--- config.mk ---
export PLATFORM = sky130hd
export DESIGN_NAME = rcf_reset_start
export DESIGN_NICKNAME = d
export VERILOG_FILES = /design/src/logic/rcf_pkg.sv /design/src/logic/rcf_reset_start.sv
export SDC_FILE = /design/constraint.sdc
export NUM_CORES = 1
export LEC_CHECK = 0
export ABC_AREA = 1
export BUFFER_PORTS_ARGS = -buffer_cell sky130_fd_sc_hd__buf_4
export CAP_MARGIN = 15
export CELL_PAD_IN_SITES_DETAIL_PLACEMENT = 0
export CELL_PAD_IN_SITES_GLOBAL_PLACEMENT = 1
export CORE_MARGIN = 5
export CORE_UTILIZATION = 40
export CTS_CLUSTER_SIZE = 10
export DETAILED_ROUTE_END_ITERATION = 8
export PLACE_DENSITY_LB_ADDON = 0.3
export REMOVE_ABC_BUFFERS = 1
export SLEW_MARGIN = 20
export SYNTH_ARGS = -nofsm -noshare
export SYNTH_HDL_FRONTEND = slang
export SYNTH_SLANG_ARGS = --single-unit
--- constraint.sdc ---
create_clock -name aclk -period 2.25 [get_ports aclk]
set_input_delay 0.1125 -clock aclk [delete_from_list [all_inputs] [get_ports aclk]]
set_output_delay 0.1125 -clock aclk [all_outputs]
set_load 0.02 [all_outputs]
--- src/logic/rcf_pkg.sv ---
// constants, register map and bus carriers for the reset start-up block
// assumes a 50 MHz aclk and an AXI4-Lite master with 8-bit byte addresses
package rcf_pkg;
  localparam int unsigned CLK_HZ = 50_000_000;
  localparam int unsigned SLOW_OSC_HZ = 31_000;
  localparam int unsigned SLOW_DIV = CLK_HZ / SLOW_OSC_HZ;
  localparam logic [10:0] SLOW_DIV_LAST = 11'(SLOW_DIV - 1);
  localparam int unsigned PIN_DLY_CYC = 10;
  localparam logic [3:0] PIN_DLY_LAST = 4'(PIN_DLY_CYC);

  localparam logic [7:0] ADDR_FLAGS = 8'h00;
  localparam logic [7:0] ADDR_CTRL = 8'h04;
  localparam logic [7:0] ADDR_STAT = 8'h08;
  localparam logic [7:0] ADDR_IRQ_ST = 8'h0C;
  localparam logic [7:0] ADDR_IRQ_MASK = 8'h10;

  localparam int unsigned B_STACK_OVERFLOW_FLAG = 7;
  localparam int unsigned B_STACK_UNDERFLOW_FLAG = 6;
  localparam int unsigned B_START = 5;
  localparam int unsigned B_WDT = 4;
  localparam int unsigned B_PIN = 3;
  localparam int unsigned B_RI = 2;
  localparam int unsigned B_POR = 1;
  localparam int unsigned B_BOR = 0;
  localparam logic [7:0] FLAGS_RST = 8'h1C;
  localparam logic [7:0] FLAGS_WMASK = 8'hDF;
  localparam logic [7:0] POR_MASK = 8'h02;

  localparam int unsigned C_POWER_UP_TIMER_EN = 0;
  localparam int unsigned C_PIN_EN = 1;
  localparam int unsigned C_OST_EN = 2;
  localparam logic [2:0] CTRL_RST = 3'h7;

  localparam logic [1:0] RESP_OKAY = 2'h0;
  localparam logic [1:0] RESP_SLVERR = 2'h2;

  typedef struct packed {
    logic awvalid;
    logic [7:0] awaddr;
    logic wvalid;
    logic [31:0] wdata;
    logic [3:0] wstrb;
    logic bready;
    logic arvalid;
    logic [7:0] araddr;
    logic rready;
  } rcf_axi_req_t;

  typedef struct packed {
    logic awready;
    logic wready;
    logic bvalid;
    logic [1:0] bresp;
    logic arready;
    logic rvalid;
    logic [31:0] rdata;
    logic [1:0] rresp;
  } rcf_axi_rsp_t;

  typedef enum logic {
    ST_HOLD = 1'b0,
    ST_RUN = 1'b1
  } rcf_state_t;
endpackage : rcf_pkg

--- src/logic/rcf_reset_start.sv ---
// start-up gating after power-on or brown-out, reset-cause flags,
// interrupt status and an AXI4-Lite register slave.
// assumes all event inputs are one-cycle pulses synchronous to aclk.
//
// Added by the designer: the AXI4-Lite register port and the placing of the registers.
`timescale 1ns/1ps
module rcf_reset_start #(
  parameter int unsigned POWER_UP_TIMER_TICKS = 2048,
  parameter int unsigned OST_CYCLES = 1024
)(
  input wire logic aclk,
  input wire logic aresetn,
  input wire logic clk_en,
  input wire logic por_event,
  input wire logic bor_event,
  input wire logic master_clear_pin,
  input wire logic wdt_reset,
  input wire logic reset_instr,
  input wire logic stack_ovf,
  input wire logic stack_unf,
  input wire rcf_pkg::rcf_axi_req_t axi_req,
  output rcf_pkg::rcf_axi_rsp_t axi_rsp,
  output logic core_run,
  output logic slow_osc_tick,
  output logic irq
);
  import rcf_pkg::*;

  localparam logic [15:0] POWER_UP_TIMER_LAST = 16'(POWER_UP_TIMER_TICKS);
  localparam logic [15:0] OST_LAST = 16'(OST_CYCLES);

  function automatic logic is_mapped(input logic [7:0] a);
    is_mapped = (a == ADDR_FLAGS) || (a == ADDR_CTRL) ||
                (a == ADDR_STAT) || (a == ADDR_IRQ_ST) ||
                (a == ADDR_IRQ_MASK);
  endfunction : is_mapped

  // registers
  logic [10:0] div_q;
  logic [10:0] div_d;
  logic tick_q;
  logic [15:0] power_up_timer_q;
  logic [15:0] power_up_timer_d;
  logic [15:0] ost_q;
  logic [15:0] ost_d;
  logic [3:0] pin_q;
  logic [3:0] pin_d;
  logic pin_prev_q;
  rcf_state_t state_q;
  rcf_state_t state_d;
  logic [7:0] flags_q;
  logic [7:0] flags_d;
  logic [2:0] ctrl_q;
  logic [2:0] ctrl_d;
  logic [7:0] ist_q;
  logic [7:0] ist_d;
  logic [7:0] imask_q;
  logic [7:0] imask_d;
  logic irq_q;

  // bus slave registers
  logic aw_hold_q;
  logic [7:0] aw_addr_q;
  logic w_hold_q;
  logic [31:0] w_data_q;
  logic w_lane0_q;
  logic bvalid_q;
  logic [1:0] bresp_q;
  logic rvalid_q;
  logic [31:0] rdata_q;
  logic [1:0] rresp_q;

  // named wires
  logic restart;
  logic div_wrap;
  logic power_up_timer_done;
  logic ost_done;
  logic pin_ok;
  logic pin_hold;
  logic pin_rst_ev;
  logic start_ready;
  logic run_start;
  logic awready;
  logic wready;
  logic arready;
  logic aw_take;
  logic w_take;
  logic ar_take;
  logic commit;
  logic wr_ok;
  logic wr_flags;
  logic wr_ctrl;
  logic wr_ist;
  logic wr_imask;
  logic [7:0] wbyte;
  logic [7:0] events;
  logic [31:0] rd_mux;

  assign restart = por_event | bor_event;

  // slow oscillator derived from aclk; ticks feed power-up timer and watchdog
  assign div_wrap = div_q == SLOW_DIV_LAST;
  assign div_d = div_wrap ? 11'h000 : div_q + 11'h001;

  // timers restart only on power-on or brown-out, never on the pin
  assign power_up_timer_d = restart ? 16'h0000 :
                  (tick_q && power_up_timer_q != POWER_UP_TIMER_LAST) ? power_up_timer_q + 16'h0001 :
                  power_up_timer_q;
  assign ost_d = restart ? 16'h0000 :
                 (ost_q != OST_LAST) ? ost_q + 16'h0001 :
                 ost_q;
  assign power_up_timer_done = !ctrl_q[C_POWER_UP_TIMER_EN] || power_up_timer_q == POWER_UP_TIMER_LAST;
  assign ost_done = !ctrl_q[C_OST_EN] || ost_q == OST_LAST;

  // released-pin counter saturates, so a pin released long ago adds no delay
  assign pin_d = !master_clear_pin ? 4'h0 :
                 (pin_q != PIN_DLY_LAST) ? pin_q + 4'h1 :
                 pin_q;
  // the live pin level gates too, so a pin that drops on the edge the count
  // completes can never let the core start while it is held in reset
  assign pin_ok = !ctrl_q[C_PIN_EN] ||
                  (master_clear_pin && pin_q == PIN_DLY_LAST);
  assign pin_hold = ctrl_q[C_PIN_EN] && !master_clear_pin;
  assign pin_rst_ev = ctrl_q[C_PIN_EN] && pin_prev_q && !master_clear_pin;

  assign start_ready = power_up_timer_done && ost_done && pin_ok;

  always_comb
  begin
    state_d = state_q;
    unique case (state_q)
      ST_HOLD:
      begin
        if (start_ready && !restart)
        begin
          state_d = ST_RUN;
        end
      end
      ST_RUN:
      begin
        if (restart || pin_hold)
        begin
          state_d = ST_HOLD;
        end
      end
    endcase
  end

  assign run_start = state_q == ST_HOLD && state_d == ST_RUN;

  // AXI4-Lite handshakes; everything stalls while clk_en is low
  assign awready = clk_en && !aw_hold_q && !bvalid_q;
  assign wready = clk_en && !w_hold_q && !bvalid_q;
  assign arready = clk_en && !rvalid_q;
  assign aw_take = axi_req.awvalid && awready;
  assign w_take = axi_req.wvalid && wready;
  assign ar_take = axi_req.arvalid && arready;
  assign commit = clk_en && aw_hold_q && w_hold_q && !bvalid_q;
  assign wr_ok = commit && is_mapped(aw_addr_q) && w_lane0_q;
  assign wbyte = w_data_q[7:0];
  assign wr_flags = wr_ok && aw_addr_q == ADDR_FLAGS;
  assign wr_ctrl = wr_ok && aw_addr_q == ADDR_CTRL;
  assign wr_ist = wr_ok && aw_addr_q == ADDR_IRQ_ST;
  assign wr_imask = wr_ok && aw_addr_q == ADDR_IRQ_MASK;

  // firmware write first, then hardware events, so hardware always wins
  always_comb
  begin
    flags_d = flags_q;
    if (wr_flags)
    begin
      flags_d = wbyte & FLAGS_WMASK;
    end
    if (restart)
    begin
      flags_d = (FLAGS_RST & ~POR_MASK) | (flags_d & POR_MASK);
    end
    if (por_event)
    begin
      flags_d[B_POR] = 1'b0;
    end
    if (restart)
    begin
      flags_d[B_BOR] = 1'b0;
    end
    if (stack_ovf)
    begin
      flags_d[B_STACK_OVERFLOW_FLAG] = 1'b1;
    end
    if (stack_unf)
    begin
      flags_d[B_STACK_UNDERFLOW_FLAG] = 1'b1;
    end
    if (wdt_reset)
    begin
      flags_d[B_WDT] = 1'b0;
    end
    if (pin_rst_ev)
    begin
      flags_d[B_PIN] = 1'b0;
    end
    if (reset_instr)
    begin
      flags_d[B_RI] = 1'b0;
    end
  end

  assign ctrl_d = wr_ctrl ? wbyte[2:0] : ctrl_q;

  // interrupt status shares the flag layout; bit 5 marks start of execution
  assign events = {stack_ovf, stack_unf, run_start, wdt_reset,
                   pin_rst_ev, reset_instr, por_event, bor_event};
  assign ist_d = ((wr_ist ? ist_q & ~wbyte : ist_q)) | events;
  assign imask_d = wr_imask ? wbyte : imask_q;

  always_comb
  begin
    rd_mux = 32'h0000_0000;
    unique case (axi_req.araddr)
      ADDR_FLAGS: rd_mux[7:0] = flags_q;
      ADDR_CTRL: rd_mux[2:0] = ctrl_q;
      ADDR_STAT: rd_mux[4:0] = {pin_ok, master_clear_pin, ost_done,
                                power_up_timer_done, state_q == ST_RUN};
      ADDR_IRQ_ST: rd_mux[7:0] = ist_q;
      ADDR_IRQ_MASK: rd_mux[7:0] = imask_q;
      default: rd_mux = 32'h0000_0000;
    endcase
  end

  // start-up and flag state
  always_ff @(posedge aclk)
  begin
    if (!aresetn)
    begin
      div_q <= 11'h000;
      tick_q <= 1'b0;
      power_up_timer_q <= 16'h0000;
      ost_q <= 16'h0000;
      pin_q <= 4'h0;
      pin_prev_q <= 1'b0;
      state_q <= ST_HOLD;
      flags_q <= FLAGS_RST;
      ctrl_q <= CTRL_RST;
    end
    else if (clk_en)
    begin
      div_q <= div_d;
      tick_q <= div_wrap;
      power_up_timer_q <= power_up_timer_d;
      ost_q <= ost_d;
      pin_q <= pin_d;
      pin_prev_q <= master_clear_pin;
      state_q <= state_d;
      flags_q <= flags_d;
      ctrl_q <= ctrl_d;
    end
  end

  // interrupt state
  always_ff @(posedge aclk)
  begin
    if (!aresetn)
    begin
      ist_q <= 8'h00;
      imask_q <= 8'h00;
      irq_q <= 1'b0;
    end
    else if (clk_en)
    begin
      ist_q <= ist_d;
      imask_q <= imask_d;
      irq_q <= |(ist_d & imask_d);
    end
  end

  // write channel capture and response
  always_ff @(posedge aclk)
  begin
    if (!aresetn)
    begin
      aw_hold_q <= 1'b0;
      aw_addr_q <= 8'h00;
      w_hold_q <= 1'b0;
      w_data_q <= 32'h0000_0000;
      w_lane0_q <= 1'b0;
      bvalid_q <= 1'b0;
      bresp_q <= RESP_OKAY;
    end
    else if (clk_en)
    begin
      if (aw_take)
      begin
        aw_hold_q <= 1'b1;
        aw_addr_q <= axi_req.awaddr;
      end
      if (w_take)
      begin
        w_hold_q <= 1'b1;
        w_data_q <= axi_req.wdata;
        w_lane0_q <= axi_req.wstrb[0];
      end
      if (commit)
      begin
        aw_hold_q <= 1'b0;
        w_hold_q <= 1'b0;
        bvalid_q <= 1'b1;
        bresp_q <= is_mapped(aw_addr_q) ? RESP_OKAY : RESP_SLVERR;
      end
      else if (bvalid_q && axi_req.bready)
      begin
        bvalid_q <= 1'b0;
      end
    end
  end

  // read channel; a read has no side effect
  always_ff @(posedge aclk)
  begin
    if (!aresetn)
    begin
      rvalid_q <= 1'b0;
      rdata_q <= 32'h0000_0000;
      rresp_q <= RESP_OKAY;
    end
    else if (clk_en)
    begin
      if (ar_take)
      begin
        rvalid_q <= 1'b1;
        rdata_q <= rd_mux;
        rresp_q <= is_mapped(axi_req.araddr) ? RESP_OKAY : RESP_SLVERR;
      end
      else if (rvalid_q && axi_req.rready)
      begin
        rvalid_q <= 1'b0;
      end
    end
  end

  assign axi_rsp.awready = awready;
  assign axi_rsp.wready = wready;
  assign axi_rsp.bvalid = bvalid_q;
  assign axi_rsp.bresp = bresp_q;
  assign axi_rsp.arready = arready;
  assign axi_rsp.rvalid = rvalid_q;
  assign axi_rsp.rdata = rdata_q;
  assign axi_rsp.rresp = rresp_q;
  assign core_run = state_q == ST_RUN;
  assign slow_osc_tick = tick_q;
  assign irq = irq_q;
endmodule : rcf_reset_start

## Yosys cells after proc, flatten, opt, wreduce, memory -nomap -nowiden

Cells that the tools add are included.

| word-level totals | value |
|---|---|
| bits in registers | 111 |
| output and inout bits | 44 |
| word-level logic and storage cells | 170 |

| cells by class | value |
|---|---|
| $add $sub $neg | 4 |
| equality and inequality tests | 16 |
| mux-type cells | 34 |
| bitwise logic cells | 6 |
| reduce and logical (&&, ||, !) cells | 82 |

Operator list:

| cell | count |
|---|---|
| 16-bit two-way mux | 4 |
| 2-bit AND reduction | 18 |
| 16-bit by 1-bit adder with 16-bit output (second input constant) | 2 |
| 8-bit by 4-bit == test with 1-bit output (second input constant) | 4 |
| 8-bit two-way mux | 4 |
| 1-bit logical AND | 28 |
| 1-bit two-way mux | 17 |
| 8-bit AND | 2 |
| 16-bit by 11-bit == test with 1-bit output (second input constant) | 1 |
| 16-bit by 12-bit == test with 1-bit output (second input constant) | 1 |
| 8-bit by 3-bit == test with 1-bit output (second input constant) | 2 |
| 8-bit by 5-bit == test with 1-bit output (second input constant) | 2 |
| 8-bit logical NOT | 2 |
| 16-bit by 11-bit != test with 1-bit output (second input constant) | 1 |
| 16-bit by 12-bit != test with 1-bit output (second input constant) | 1 |
| 3-bit case mux with 5 select lines | 1 |
| 3-bit nonzero test | 5 |
| 2-bit nonzero test | 7 |
| 1-bit logical OR | 12 |
| 11-bit by 1-bit adder with 11-bit output (second input constant) | 1 |
| 11-bit == test (second input constant) | 1 |
| 11-bit two-way mux | 1 |
| 1-bit logical NOT | 9 |
| 3-bit case mux with 3 select lines | 1 |
| other kinds (13) | 15 |

## Logic depth before layout (Yosys ltp)

| logic depth | value |
|---|---|
| word-level depth | 12 |
| depth in mapped cells | 13 |
| mapped depth without buffers | 13 |

## Worst setup path before layout

No wires, ideal clock.

| timing | value |
|---|---|
| path type | flip-flop to flip-flop |
| start | register ost_q[0] |
| end | register ost_q[14] |
| setup time | 0.128 ns |
| arrival time | 1.431 ns |
| setup slack | 0.692 ns |
| stages on the path, launching flop included | 11 |
| clock period less this slack | 1.558 ns |
| path through | dfxtp_1 > inv_1 > ha_1 > nand3_1 > nor2_1 > nand2_1 > o21ai_4 > buf_2 > nor3_1 > a21oi_1 > nor2_1 |

| between the ends | value |
|---|---|
| longest elaborated chain between the ends | 3 |
| elaborated cells on any way between the ends | 6 |

Ends and longest elaborated chain:

| item | RTL line | text |
|---|---|---|
| from (decl) | rcf_reset_start.sv:44 | `logic [15:0] ost_q;` |
| from (signal assigned) | rcf_reset_start.sv:250 | `ost_q <= ost_d;` |
| 16-bit by 1-bit adder with 16-bit output or 16-bit by 11-bit != test with 1-bit output (tied branches) | rcf_reset_start.sv:110 | `(ost_q != OST_LAST) ? ost_q + 16'h0001 :` |
| 16-bit two-way mux or 2-bit nonzero test (tied branches) | -- |  |
| 16-bit two-way mux or 2-bit AND reduction (tied branches) | -- |  |

Several ways; a longest one is shown, not always the timed one. The select of a mux whose other input is x is not followed.
A chain may end at the register's enable or synchronous reset.

## Worst setup path in the final report

| timing | value |
|---|---|
| start | register power_up_timer_q[0] |
| end | register power_up_timer_q[2] |

| between the ends | value |
|---|---|
| longest elaborated chain between the ends | 4 |
| elaborated cells on any way between the ends | 7 |

Ends and longest elaborated chain:

| item | RTL line | text |
|---|---|---|
| from (decl) | rcf_reset_start.sv:42 | `logic [15:0] power_up_timer_q;` |
| from (signal assigned) | rcf_reset_start.sv:249 | `power_up_timer_q <= power_up_timer_d;` |
| parallel branches: the longest is 4 deep, another holds 16-bit by 1-bit adder with 16-bit output | -- |  |

Several ways; the timed one is not identified. The select of a mux whose other input is x is not followed.

==> flow_summary.ini <==
[sta]
grt_setup_unrepaired = false
drv_slew = 0
finalHoldViolCount = 0
clock_skew_ps = 8.462
tightestPinTransition_ps = 629.3
finalCritPeriodShare = 0.8269
slew_headroom = 0.5795
finalCriticalPeriod_ps = 1860
fmax_mhz = 537.5
setup_viol_count_final = 0
tns_ps = 0

[global_route]
grt_pass1_vias = 4998
grt.overflow.total = 0
grt_pass1_wl_microns = 24010
grt_max_degree = 38
antenna_found_initial = 0
grt_use_total = 0.1775

[cts]
post_cts_resized = 0
clock_path_buffers = 2
cts_made_buffers = 9
postCtsHoldBufs = 0
tritoncts = done
clkTransAtPathRegs_ps = 70
root_buffer = clkbuf_16
h-tree-depth = 3
clk-insertion-delay-late_ps = 360
post_cts_buffers = 0
clock-sinks = 108

[synth]
synth_top_cell_by_area = dfxtp_1
synth.mux.area_fraction = 0
synthAdderAreaFrac = 0.01501
yosys.area.top_type_share = 0.3704
synthSimpleGateAreaFrac = 0.3121
synth_flop_cell = dfxtp_1
yosys_warnings = 0
synth_cells = 834
ys_seq_elements = 108
synth_area_leaders = dfxtp_1 (37%), nand2_1 (10%), a21oi_1 (6.6%)
synth_edf_count = 0
asyncSetResetFlopFracSynth = 0
synth_most_common_cell = nand2_1
yosysSeqAreaShare = 0.3704
syn_area_sq_mm = 0.005837
avgSynthCellArea_sq_um = 6.999
synth.distinct_cells = 46
synth_top_family_by_area = simple AND/OR/NAND/NOR gates
synth-xor-area-share = 0.02551
synth_compound_area_frac = 0.1475
synthTopCellsByCount = nand2_1 (156), dfxtp_1 (108), inv_1 (94)

[flow_run]
drv_cap = 0

[placement]
dpl.hpwl_microns = 10820
gp_congestion = 0.8508
portBuffers = 57

[critical_path]
cpMaxStageDelayCell = dfxtp_1
cp_max_fo = 17
cp_cell_sequence = inv_1 -> ha_1 -> nand4_1 -> nor4_1 -> nand3_1 -> nand2_1 -> nand2_2 -> buf_4 -> a21oi_1 -> nor2_1
startpoint = power_up_timer_q[0]$_SDFFE_PN0P_
slowest_delay_ps = 360
critPathBufInv = 2
path_class = flip-flop to flip-flop
reg2reg_from = power_up_timer_q[0]$_SDFFE_PN0P_
critPathArrivalTime_ps = 2110
critPathRequiredTime_ps = 2500
startpoint_type = flip-flop
worst_path_dominant_cell_family = simple AND/OR/NAND/NOR gates
cp-end-kind = flip-flop

[layout]
drive_above_1_share = 0.1467
fillers = 1550
syn2layout_area_growth_pct = 13.14
utilization = 0.4578
layout.nets = 958
regArea_sq_mm = 0.002162
num_antenna_cells = 0
multiInputGateArea_sq_mm = 0.003017

[power]
peakVddDrop_uv = 382.3
p_int_mw = 2.978
clkPwrFrac = 0.389
p_seq_frac = 0.497
leakage_nw = 2.765
cellPowerDensity_mw_per_mm2 = 613.0
combPwrFrac = 0.114
p_switching_mw = 1.071
switching_share = 0.2645

[worst_hold_path]
min_path_type = input port to flip-flop
hold_start = axi_req[10]

[drt]
viasPerCell = 4.853
wl_per_cell_microns = 13.64
first_pass_iters = 5
vias = 5193
routed_wl_microns = 14600
drt_iter0_drc = 290
drc = 0
ant_nets = 0

[floorplanning]
core_sq_mm = 0.01442
dieHeight_microns = 130.8
rows = 44
dieArea_sq_mm = 0.01711
die_w_microns = 130.8
num_io_pins = 111
initial_core_util = 0.4047

[outcome]
outcome = finished clean
## layout by cell type (no fill, tap or decap), types with 3 or more instances in the layout
master	netlist	final
nor2_1	87	87
nor3_1	25	25
nor4_1	10	10
o21ai_1	7	7
inv_1	94	94
xor2_1	14	14
nand4_1	21	21
ha_1	7	7
inv_2	12	12
nand3_1	54	54
nor2_4	3	3
nor2_2	6	6
clkbuf_16	0	9
conb_1	1	26
nand2_1	156	156
buf_4	32	68
dfxtp_1	108	108
nand2_2	9	9
a21oi_1	77	77
o211ai_1	9	9
o21ai_2	5	5
nand2_4	3	3
xnor2_1	3	3
o21ai_0	44	44
## worst min-delay path, stage by stage
cell and delay, ps:
buf_4 80, nand2_1 40, nand2_1 40, a21oi_1 50
## area by class of cell
class	instances	share of cell area
inverters	108	0.06158
well taps	184	0.03486
multi-input cells	589	0.4568
flip-flops and latches	108	0.3274
repair buffers	68	0.07730
clock buffers	9	0.03410
clock inverters	4	0.007958
## sequential cells by signal (all words and copies together), names as in the netlist, 3 cells and up
name	count
aw_addr_q	8
ctrl_q	3
div_q	11
flags_q	7
imask_q	8
ist_q	8
ost_q	16
pin_q	4
power_up_timer_q	16
rdata_q	8
w_data_q	8
## power by group through the flow
stage | combinational (mW) | clock [mW] | sequential [mW]
4_1_cts | 0.467 | 1.61 | 2.01
5_1_grt | 0.520 | 1.70 | 2.02
2_1_floorplan | 0.284 | 0 | 2.05
3_3_place_gp | 0.466 | 0 | 2.05
6_report | 0.463 | 1.58 | 2.01
3_5_place_dp | 0.466 | 0 | 2.05
## per-stage QoR
step	cell area, sq um	hold WS, ps	std cells	setup WS (ps)	total power, mW
floorplan	5585	197.5	805	525.4	2.336
global placement	6326	372.3	1057	395.9	2.519
detailed placement	6326	386.6	1057	392.6	2.520
CTS	6604	9.069	1070	380.7	4.090
global route	6604	34.50	1070	175.0	4.234
finish	6604	18.33	1070	389.6	4.048
## metal layers
| layer | vias up | global-route usage | share of wire |
|---|---|---|---|
| li1 | 2777 | - | - |
| met1 | 2318 | 0.2349 | 0.48 |
| met2 | 87 | 0.2942 | 0.46 |
| met3 | 11 | 0.04187 | 0.053 |
| met4 | 0 | 0.04235 | 0.012 |
| met5 | - | 0 | 0 |
## cells by family after synthesis
family,Yosys count
xor+xnor,17
simple gates,385
flops,108
compound gates,154
buf+inv,162
fa+ha+maj,7
other cells,1
## path summary, 6_finish.rpt
kind	endpoint	slack, ps	cells after the start
setup reg to reg	power_up_timer_q[2]$_SDFFE_PN0P_	390	10
setup / recovery	power_up_timer_q[2]$_SDFFE_PN0P_	390	10
hold / removal	bvalid_q$_SDFFE_PN0P_	20	4
hold reg to reg	rdata_q[1]$_SDFFE_PN0P_	470	2
Power figures use the tool's default switching activity.
